File: config.mk
export PLATFORM = sky130hd
export DESIGN_NAME = timer16_mode_ctrl
export DESIGN_NICKNAME = d
export VERILOG_FILES = /design/src/timer16_pkg.sv /design/src/timer16_flag_bank.sv /design/src/timer16_output_unit.sv /design/src/timer16_mode_ctrl.sv
export VERILOG_INCLUDE_DIRS = /design/src
export SDC_FILE = /design/constraint.sdc
export NUM_CORES = 1
export LEC_CHECK = 0
export BUFFER_PORTS_ARGS = -buffer_cell sky130_fd_sc_hd__buf_2
export CORE_AREA = 5 5 108 110
export DETAILED_ROUTE_END_ITERATION = 6
export DIE_AREA = 0 0 113 115
export HOLD_SLACK_MARGIN = 0.15
export MAX_ROUTING_LAYER = met4
export PLACE_DENSITY = 0.72
export SYNTH_ARGS = -nofsm -noshare
export SYNTH_HDL_FRONTEND = slang
export SYNTH_SLANG_ARGS = --single-unit
File: constraint.sdc
create_clock -name i_clk -period 3.9 [get_ports i_clk]
set_clock_uncertainty 0.2 [all_clocks]
set_input_delay 0.585 -clock i_clk [delete_from_list [all_inputs] [get_ports i_clk]]
set_output_delay 0.585 -clock i_clk [all_outputs]
set_load 0.01 [all_outputs]
File: src/timer16_consts.svh
// Purpose: Shared constants for the 16-bit timer mode-control block.
// Assumes: Included by bare name from every design file.
// Notes:   Definitions only.
`ifndef TIMER16_CONSTS_SVH
`define TIMER16_CONSTS_SVH

// ==========================================================
// Counter limits
`define CNT_WIDTH        16
`define CNT_BOTTOM       16'h0000
`define CNT_MAX          16'hFFFF
`define TOP_FIXED_8BIT   16'h00FF
`define TOP_FIXED_9BIT   16'h01FF
`define TOP_FIXED_10BIT  16'h03FF

// ==========================================================
// Waveform generation mode codes
`define WGM_NORMAL       4'h0
`define WGM_FPWM_8BIT    4'h5
`define WGM_FPWM_9BIT    4'h6
`define WGM_FPWM_10BIT   4'h7
`define WGM_CTC_A        4'h4
`define WGM_CTC_CAP      4'hC
`define WGM_FPWM_CAP     4'hE
`define WGM_FPWM_A       4'hF

// ==========================================================
// Compare output mode codes
`define COM_NONE         2'h0
`define COM_TOGGLE       2'h1
`define COM_CLEAR        2'h2
`define COM_SET          2'h3

// ==========================================================
// Flag vector layout
`define FLAG_COUNT       2
`define FLAG_OVF         0
`define FLAG_CMPA        1
`define FLAG_CAP         2
`define FLAG_RESET       3'h0

`endif

File: src/timer16_pkg.sv
// Purpose: Types and mode decoding for the 16-bit timer.
// Assumes: timer16_consts.svh provides the codes.
// Notes:   Decoding is shared by the top and the output unit.
`include "timer16_consts.svh"

package timer16_pkg;

   // ==========================================================
   // Counting classes
   typedef enum logic [2:0] {
      CLS_NORMAL     = 3'h0,
      CLS_CTC_A      = 3'h1,
      CLS_CTC_CAP    = 3'h2,
      CLS_FPWM_FIXED = 3'h3,
      CLS_FPWM_CAP   = 3'h4,
      CLS_FPWM_A     = 3'h5
   } count_class_t;

   // Modes outside this block count as normal mode.
   function automatic count_class_t decode_class(input logic [3:0] wgm);
      case (wgm)
         `WGM_CTC_A:      decode_class = CLS_CTC_A;
         `WGM_CTC_CAP:    decode_class = CLS_CTC_CAP;
         `WGM_FPWM_8BIT,
         `WGM_FPWM_9BIT,
         `WGM_FPWM_10BIT: decode_class = CLS_FPWM_FIXED;
         `WGM_FPWM_CAP:   decode_class = CLS_FPWM_CAP;
         `WGM_FPWM_A:     decode_class = CLS_FPWM_A;
         default:         decode_class = CLS_NORMAL;
      endcase
   endfunction

   function automatic logic is_fpwm(input count_class_t cls);
      is_fpwm = (cls == CLS_FPWM_FIXED) || (cls == CLS_FPWM_CAP) || (cls == CLS_FPWM_A);
   endfunction

endpackage

File: src/timer16_flag_bank.sv
// Purpose: Sticky event flags for the timer.
// Assumes: Set and clear strobes are on the same clock.
// Notes:   A set in the cycle of a clear wins, so no event is lost.
`timescale 1ns/100ps
`include "timer16_consts.svh"

module timer16_flag_bank (
   // Clock and reset
   input  wire logic                   i_clk,
   input  wire logic                   i_reset_n,
   // Events
   input  wire logic [`FLAG_COUNT:0]   i_set,
   input  wire logic [`FLAG_COUNT:0]   i_clear,
   // Flags
   output logic      [`FLAG_COUNT:0]   o_flag
);

   logic [`FLAG_COUNT:0] flag_q;
   logic [`FLAG_COUNT:0] flag_d;

   // ==========================================================
   // Next state
   genvar gi;
   generate
      for (gi = 0; gi <= `FLAG_COUNT; gi++) begin : g_flag
         always_comb begin
            flag_d[gi] = i_set[gi] | (flag_q[gi] & ~i_clear[gi]);
         end
      end
   endgenerate

   // ==========================================================
   // Registers
   always_ff @(posedge i_clk) begin
      if (!i_reset_n) begin
         flag_q <= `FLAG_RESET;
      end else begin
         flag_q <= flag_d;
      end
   end

   assign o_flag = flag_q;

endmodule // timer16_flag_bank

File: src/timer16_output_unit.sv
// Purpose: Compare output A state machine of the waveform generator.
// Assumes: Match and top strobes are already qualified by the timer tick.
// Notes:   The state survives mode changes; only reset, match, top and force strobes change it.
`timescale 1ns/100ps
`include "timer16_consts.svh"

module timer16_output_unit
   import timer16_pkg::*;
(
   // Clock and reset
   input  wire logic         i_clk,
   input  wire logic         i_reset_n,
   // Configuration
   input  wire count_class_t i_class,
   input  wire logic [1:0]   i_compare_output_mode,
   // Events
   input  wire logic         i_match,
   input  wire logic         i_top,
   input  wire logic         i_force_compare_strobe,
   // State
   output logic              o_compare_output_state
);

   logic state_q;
   logic state_d;
   logic pwm;

   // ==========================================================
   // Next state
   always_comb begin
      pwm     = is_fpwm(i_class);
      state_d = state_q;
      if (!pwm) begin
         if (i_match || i_force_compare_strobe) begin
            case (i_compare_output_mode)
               `COM_TOGGLE: state_d = ~state_q;
               `COM_CLEAR:  state_d = 1'b0;
               `COM_SET:    state_d = 1'b1;
               default:     state_d = state_q;
            endcase
         end
      end else begin
         // Match takes priority at top, so compare equal to top gives a steady level.
         case (i_compare_output_mode)
            `COM_TOGGLE: begin
               if (i_match && (i_class == CLS_FPWM_A)) begin
                  state_d = ~state_q;
               end
            end
            `COM_CLEAR: begin
               if (i_match) begin
                  state_d = 1'b1;
               end else if (i_top) begin
                  state_d = 1'b0;
               end
            end
            `COM_SET: begin
               if (i_match) begin
                  state_d = 1'b0;
               end else if (i_top) begin
                  state_d = 1'b1;
               end
            end
            default: state_d = state_q;
         endcase
      end
   end

   // ==========================================================
   // Registers
   always_ff @(posedge i_clk) begin
      if (!i_reset_n) begin
         state_q <= 1'b0;
      end else begin
         state_q <= state_d;
      end
   end

   assign o_compare_output_state = state_q;

endmodule // timer16_output_unit

File: src/timer16_mode_ctrl.sv
// Purpose: 16-bit timer counting core for normal, clear on match and fast PWM modes.
// Assumes: i_tick is a one-cycle enable from the prescaler on i_clk.
// Notes:   Channel A only; other modes count as normal mode.
// Behaviour
// - Compare output mode zero leaves the compare output state unchanged on match.
// - A new compare output mode governs the very next compare match.
// - Force strobe in non-PWM modes applies the output action at once.
// - Only the waveform mode shapes counting; output mode never alters it.
// - Mode zero always counts up and wraps from 0xFFFF to zero.
// - Normal mode sets overflow flag in the tick the count becomes zero.
// - Counter only sets overflow flag; servicing clears it.
// - Clear on match resets at compare A (mode 4) or capture (mode 12).
// - Clear on match sets the flag of the register defining top.
// - Clear on match top is unbuffered; top below count wraps through maximum.
// - Toggle output mode inverts compare output A on every match, but in fast PWM only in mode 15.
// - Compare output A reaches the pin only when its direction bit is one.
// - Clear on match sets overflow flag when count passes maximum to zero.
// - Modes 5, 6, 7, 14, 15 are single-slope fast PWM.
// - Non-inverting fast PWM sets on match, clears at top; inverting opposite.
// - Fast PWM top is fixed, capture or compare A; clear one tick later.
// - Fast PWM sets overflow at top, with the top register's flag.
// - Top below a compare value yields no match for that register.
// - Fixed resolution fast PWM masks compare writes above the resolution.
// - Capture as top acts at once; a low value wraps through maximum.
// - Fast PWM compare A writes are buffered and loaded at top.
// - Fast PWM output mode 2 is non-inverted, 3 inverted.
// - A compare match sets the compare flag in the same tick as the match.
`timescale 1ns/100ps
`include "timer16_consts.svh"

module timer16_mode_ctrl
   import timer16_pkg::*;
(
   // Clock and reset
   input  wire logic                   i_clk,
   input  wire logic                   i_reset_n,
   // Prescaler
   input  wire logic                   i_tick,
   // Configuration
   input  wire logic [3:0]             i_waveform_gen_mode,
   input  wire logic [1:0]             i_compare_output_mode,
   input  wire logic                   i_compare_a_pin_direction,
   input  wire logic                   i_port_value_a,
   // Register writes
   input  wire logic                   i_count_wr,
   input  wire logic [`CNT_WIDTH-1:0]  i_count_wdata,
   input  wire logic                   i_compare_a_wr,
   input  wire logic [`CNT_WIDTH-1:0]  i_compare_a_wdata,
   input  wire logic                   i_capture_wr,
   input  wire logic [`CNT_WIDTH-1:0]  i_capture_wdata,
   input  wire logic                   i_force_compare_strobe,
   // Flag clears
   input  wire logic                   i_overflow_clear,
   input  wire logic                   i_compare_a_clear,
   input  wire logic                   i_capture_clear,
   // Register reads
   output logic      [`CNT_WIDTH-1:0]  o_count_value,
   output logic      [`CNT_WIDTH-1:0]  o_compare_a_value,
   output logic      [`CNT_WIDTH-1:0]  o_capture_value,
   // Flags
   output logic                        o_overflow_flag,
   output logic                        o_compare_a_flag,
   output logic                        o_capture_flag,
   // Compare output
   output logic                        o_compare_output_a,
   output logic                        o_pin_a,
   output logic                        o_pin_a_oe
);

   // ==========================================================
   // State
   logic [`CNT_WIDTH-1:0] count_q;
   logic [`CNT_WIDTH-1:0] count_d;
   logic [`CNT_WIDTH-1:0] cmpa_buf_q;
   logic [`CNT_WIDTH-1:0] cmpa_buf_d;
   logic [`CNT_WIDTH-1:0] cmpa_act_q;
   logic [`CNT_WIDTH-1:0] cmpa_act_d;
   logic [`CNT_WIDTH-1:0] capture_q;
   logic [`CNT_WIDTH-1:0] capture_d;
   logic                  block_q;
   logic                  block_d;
   logic                  pin_q;
   logic                  pin_d;
   logic                  pin_oe_q;
   logic                  pin_oe_d;

   // ==========================================================
   // Decode
   count_class_t          cls;
   logic                  pwm;
   logic [`CNT_WIDTH-1:0] top_value;
   logic [`CNT_WIDTH-1:0] fixed_top;
   logic [`CNT_WIDTH-1:0] write_mask;
   logic                  top_defined;
   logic                  at_top;
   logic                  match_a;
   logic                  wrap;
   logic [`FLAG_COUNT:0]  flag_set;
   logic [`FLAG_COUNT:0]  flag_clear;
   logic [`FLAG_COUNT:0]  flag_vec;
   logic                  state_a;

   always_comb begin
      cls = decode_class(i_waveform_gen_mode);
      pwm = is_fpwm(cls);
      case (i_waveform_gen_mode)
         `WGM_FPWM_8BIT: fixed_top = `TOP_FIXED_8BIT;
         `WGM_FPWM_9BIT: fixed_top = `TOP_FIXED_9BIT;
         default:        fixed_top = `TOP_FIXED_10BIT;
      endcase
      case (cls)
         CLS_CTC_A,
         CLS_FPWM_A:     top_value = cmpa_act_q;
         CLS_CTC_CAP,
         CLS_FPWM_CAP:   top_value = capture_q;
         CLS_FPWM_FIXED: top_value = fixed_top;
         default:        top_value = `CNT_MAX;
      endcase
      write_mask  = (cls == CLS_FPWM_FIXED) ? fixed_top : `CNT_MAX;
      top_defined = (cls != CLS_NORMAL);
      // Count writes block matches for one tick, including the top match.
      at_top  = top_defined && (count_q == top_value) && !block_q;
      match_a = (count_q == cmpa_act_q) && (cmpa_act_q <= top_value) && !block_q;
      wrap    = (count_q == `CNT_MAX);
   end

   // ==========================================================
   // Counter and compare registers
   always_comb begin
      count_d    = count_q;
      cmpa_buf_d = cmpa_buf_q;
      cmpa_act_d = cmpa_act_q;
      capture_d  = i_capture_wr ? i_capture_wdata : capture_q;
      block_d    = block_q;
      if (i_tick) begin
         block_d = 1'b0;
         if (at_top) begin
            count_d = `CNT_BOTTOM;
         end else begin
            count_d = count_q + 16'h0001;
         end
         if (pwm && at_top) begin
            cmpa_act_d = cmpa_buf_q;
         end
      end
      if (i_count_wr) begin
         count_d = i_count_wdata;
         block_d = 1'b1;
      end
      if (i_compare_a_wr) begin
         cmpa_buf_d = i_compare_a_wdata & write_mask;
         if (!pwm) begin
            cmpa_act_d = i_compare_a_wdata;
         end
      end
   end

   always_ff @(posedge i_clk) begin
      if (!i_reset_n) begin
         count_q    <= `CNT_BOTTOM;
         cmpa_buf_q <= `CNT_BOTTOM;
         cmpa_act_q <= `CNT_BOTTOM;
         capture_q  <= `CNT_BOTTOM;
         block_q    <= 1'b0;
      end else begin
         count_q    <= count_d;
         cmpa_buf_q <= cmpa_buf_d;
         cmpa_act_q <= cmpa_act_d;
         capture_q  <= capture_d;
         block_q    <= block_d;
      end
   end

   // ==========================================================
   // Flags
   always_comb begin
      flag_set = `FLAG_RESET;
      if (i_tick && !i_count_wr) begin
         if (pwm) begin
            flag_set[`FLAG_OVF] = at_top;
         end else begin
            flag_set[`FLAG_OVF] = wrap;
         end
         flag_set[`FLAG_CMPA] = match_a;
         flag_set[`FLAG_CAP]  = at_top && ((cls == CLS_CTC_CAP) || (cls == CLS_FPWM_CAP));
      end
      flag_clear = {i_capture_clear, i_compare_a_clear, i_overflow_clear};
   end

   timer16_flag_bank u_flags (
      .i_clk     (i_clk),
      .i_reset_n (i_reset_n),
      .i_set     (flag_set),
      .i_clear   (flag_clear),
      .o_flag    (flag_vec)
   );

   // ==========================================================
   // Compare output
   timer16_output_unit u_out (
      .i_clk                  (i_clk),
      .i_reset_n              (i_reset_n),
      .i_class                (cls),
      .i_compare_output_mode  (i_compare_output_mode),
      .i_match                (i_tick && match_a),
      .i_top                  (i_tick && at_top),
      .i_force_compare_strobe (i_force_compare_strobe && !pwm),
      .o_compare_output_state (state_a)
   );

   // The pin lags the internal state by one clock so every output is a flop.
   always_comb begin
      pin_d    = (i_compare_output_mode != `COM_NONE) ? state_a : i_port_value_a;
      pin_oe_d = i_compare_a_pin_direction;
   end

   always_ff @(posedge i_clk) begin
      if (!i_reset_n) begin
         pin_q    <= 1'b0;
         pin_oe_q <= 1'b0;
      end else begin
         pin_q    <= pin_d;
         pin_oe_q <= pin_oe_d;
      end
   end

   // ==========================================================
   // Outputs
   assign o_count_value      = count_q;
   assign o_compare_a_value  = cmpa_buf_q;
   assign o_capture_value    = capture_q;
   assign o_overflow_flag    = flag_vec[`FLAG_OVF];
   assign o_compare_a_flag   = flag_vec[`FLAG_CMPA];
   assign o_capture_flag     = flag_vec[`FLAG_CAP];
   assign o_compare_output_a = state_a;
   assign o_pin_a            = pin_q;
   assign o_pin_a_oe         = pin_oe_q;

endmodule // timer16_mode_ctrl

==> metrics.md <==
| Metric | Value |
|---|---|
| Outcome | `finished clean` |
| CTS H-Tree Depth | `3` |
| Worst slew margin | `44.80%` |
| Primary FF master, synth | `dfxtp_1` |
| Drt initial violations | `397` |
| Post-route ant nets | `0` |
| Pint | `1.375 mW` |
| Sequential cell area | `0.001421 mm²` |
| Die W | `113 µm` |
| Crit path max-delay cell type | `or3_1` |
| Fin nets | `757` |
| Yosys warns | `0` |
| Hold_buf cts | `0` |
| Max_cap viols | `0` |
| P per Cell Area | `351.0 mW/mm²` |
| First-pass GRT wire length | `22530 µm` |
| CP Capture Type | `flip-flop` |
| Critical path, cell by cell | `buf_2 -> or3_1 -> buf_4 -> o221a_2 -> ha_1 -> nand4_1 -> nor4_1 -> or3_1 -> a21oi_1 -> o41a_1 -> o21a_1 -> o211ai_1 -> o31ai_1` |
| Final hold vios | `0` |
| EDFF count, synth | `0` |
| Yosys reg bits | `71` |
| Post-synth top area share | `30.37%` |
| Num CTS Buffers | `9` |
| Synth Area per Inst | `8.070 µm²` |
| Peak supply drop | `0.2146 mV` |
| Ys async rst share | `0%` |
| Tcrit/Tclk final | `90.65%` |
| DP HPWL | `10610 µm` |
| Post-cts repair resize count | `0` |
| Gr usage total | `21.93%` |
| Tmin final | `3535 ps` |
| Largest area contributor in the netlist | `dfxtp_1` |
| Share of layout cells above drive strength 1 | `24.01%` |
| Root buf cell | `clkbuf_8` |
| Mapped Cells | `580` |
| Leakage | `2.615 nW` |
| Crit path largest cell delay | `480 ps` |
| Critical path class | `in -> reg` |
| Setup violators final | `0` |
| Drt drc | `0` |
| Vias post-DR | `4583` |
| CP startpoint kind | `primary input` |
| Hold crit path type | `in -> reg` |
| Req. time, crit path | `3920 ps` |
| Synth top area cells | `dfxtp_1 (30%), mux2i_1 (8.8%), a21oi_1 (6.6%)` |
| Initial antenna violation count | `0` |
| Switching share of power | `30.02%` |
| Count of final max-slew check failures | `0` |
| CP dominant cell by count | `or3_1` |
| # diodes | `0` |
| Average wire per standard cell | `16.88 µm` |
| Area Overhead vs Synth | `19.59%` |
| Hold path depth | `2` |
| Core Area | `0.01060 mm²` |
| Fillers | `1041` |
| Combinational share of power | `19.7%` |
| Net Count, Synth | `663` |
| R2R cell count | `11` |
| Largest net degree at the start of global routing | `47` |
| Synth Cell Area | `0.004681 mm²` |
| Final instance area | `0.005598 mm²` |
| Worst-Margin Slew | `826.8 ps` |
| Final WL | `13830 µm` |
| Setup_tns | `0 ps` |
| Io pins | `120` |
| Die ar. | `0.01300 mm²` |
| Post-synth cell types | `61` |
| IO buf count | `119` |
| Vias in the first global route | `4464` |
| First-pass detailed-route iteration total | `5` |
| Die height | `115 µm` |
| Clock Power Share | `37.4%` |
| Num rows | `38` |
| RSZ-0062 raised after global routing | `false` |
| Sequential power share | `42.9%` |
| Critical Path AT | `3550 ps` |
| CTS tree | `yes` |
| Clock sink total | `71` |
| CP bufs+invs | `2` |
| Max FO, Critical Path | `8` |
| Clock buffer depth | `2` |
| Reg clk slew, reported paths | `80 ps` |
| Starting density of the core | `44.15%` |
| Critical Path Stages | `13` |
| Sequential-to-total area share from yosys stat | `30.37%` |
| Placed Area | `0.005354 mm²` |
| Fmax | `0.2829 GHz` |
| Via density | `5.596` |
| Post-CTS Setup Bufs | `0` |
| RD Place Congestion | `0.8370` |
| Global route overflow | `0` |
| Crit path max-delay family | `simple AND/OR/NAND/NOR gates` |
| Area of the multi-input gates | `0.002977 mm²` |
| Psw | `589.8 µW` |
| Clock latency at the later pin of the worst-skew pair | `360 ps` |
| Power Total | `1.965 mW` |
[cells in the final DEF (no fill, tap or decap), types with 4 or more instances in the layout]
cell type / count
nor2b_1: 12
nor2_1: 52
buf_2: 119
xnor2_1: 16
mux2i_1: 41
dfxtp_1: 71
o21a_1: 5
a21o_1: 9
xor2_1: 16
nand4_1: 9
nand2b_1: 11
o21ai_0: 36
and3_1: 10
or3_1: 12
or4_1: 8
ha_1: 17
a22oi_1: 4
buf_4: 14
nor3_1: 4
and3b_1: 7
nand2_1: 26
a21oi_1: 62
o211ai_1: 10
nand3_1: 12
o221a_2: 7
nor4_1: 8
clkbuf_8: 9
inv_1: 14
[cells by family after synthesis]
family | share of synthesized area [%]
AND/OR/NAND/NOR | 22.11
AO/OA/AOI/OAI | 22.19
flip-flops | 30.37
buffers and inverters | 6.041
multiplexers | 8.768
XOR/XNOR | 5.988
adder cells (fa/ha/maj) | 4.544
[final timing paths]
| check | startpoint | to | slack [ps] |
|---|---|---|---|
| worst min register to register | u_flags.o_flag[1] | u_flags.o_flag[1] | 270 |
| worst max-delay path | i_waveform_gen_mode[0] | u_out.o_compare_output_state | 360 |
| worst max register to register | cmpa_act_q[14] | u_out.o_compare_output_state | 640 |
| worst min-delay path | i_compare_a_pin_direction | o_pin_a_oe | 230 |
[per-layer routing]
metal	track usage [%]	routed length (µm)	vias to the layer above
met5	-	0	-
met4	7.051	240	0
met3	3.789	813	22
met2	33.57	6225	159
met1	29.52	6546	2108
li1	-	-	2294
[sequential cells by signal, summed over array words and instances, names as in the netlist]
| signal | count |
|---|---|
| cmpa_act_q | 16 |
| u_flags.o_flag | 3 |
| o_capture_value | 16 |
| o_pin_a | 1 |
| block_q | 1 |
| o_compare_a_value | 16 |
| o_pin_a_oe | 1 |
| o_count_value | 16 |
| u_out.o_compare_output_state | 1 |
[final cells by class]
cell class              instances  area share, %
clock buffers                   9          2.213
repair buffers                134          12.87
inverters                      16          1.073
clock inverters                 7          2.146
multi-input cells             442          53.17
well taps                     140          3.129
flip-flops and latches         71          25.39
[synth_stat cells, types with 2 or more instances]
cell type  count
nor3b_1        3
dfxtp_1       71
a21o_1         9
xor2_1        16
a31oi_1        2
a22oi_1        4
o221a_2        7
or4_1          8
nand3_1       12
buf_6          3
nand4_1        9
and3b_1        7
o22ai_1        2
o21ai_0       36
nand2b_1      11
clkbuf_1      36
mux2i_1       41
inv_1         14
nor2_1        52
a2111o_1       3
o211ai_1      10
buf_1          5
or3_1         12
nand2_1       26
nor2b_1       12
and4b_1        3
ha_1          17
o21a_1         5
o31ai_1        3
o41ai_1        3
xnor2_1       16
and2_1         3
a21oi_1       62
nor3_1         4
nand3b_1       2
buf_2          7
nor4_1         8
a32oi_1        2
and3_1        10
o311ai_0       2
nand4b_1       2
[stage by stage]
step / utilization [%] / setup WS (ps) / hold slack [ps] / instances
6_report: 52.80 / 364.6 / 229.8 / 819
5_1_grt: 52.80 / 244.8 / 230.0 / 819
4_1_cts: 52.80 / 396.5 / 218.5 / 819
3_5_place_dp: 50.50 / 11.99 / 264.1 / 803
3_3_place_gp: 50.50 / 44.30 / 258.1 / 803
2_1_floorplan: - / 82.37 / 273.4 / 580
[power by group through the flow]
stage	logic, mW	registers (mW)	clock network, mW
floorplan	0.260	0.837	0
global placement	0.376	0.855	0
detailed placement	0.385	0.859	0
CTS	0.387	0.842	0.742
global route	0.432	0.852	0.777
finish	0.387	0.843	0.734
(Power assumes the default switching activity.)
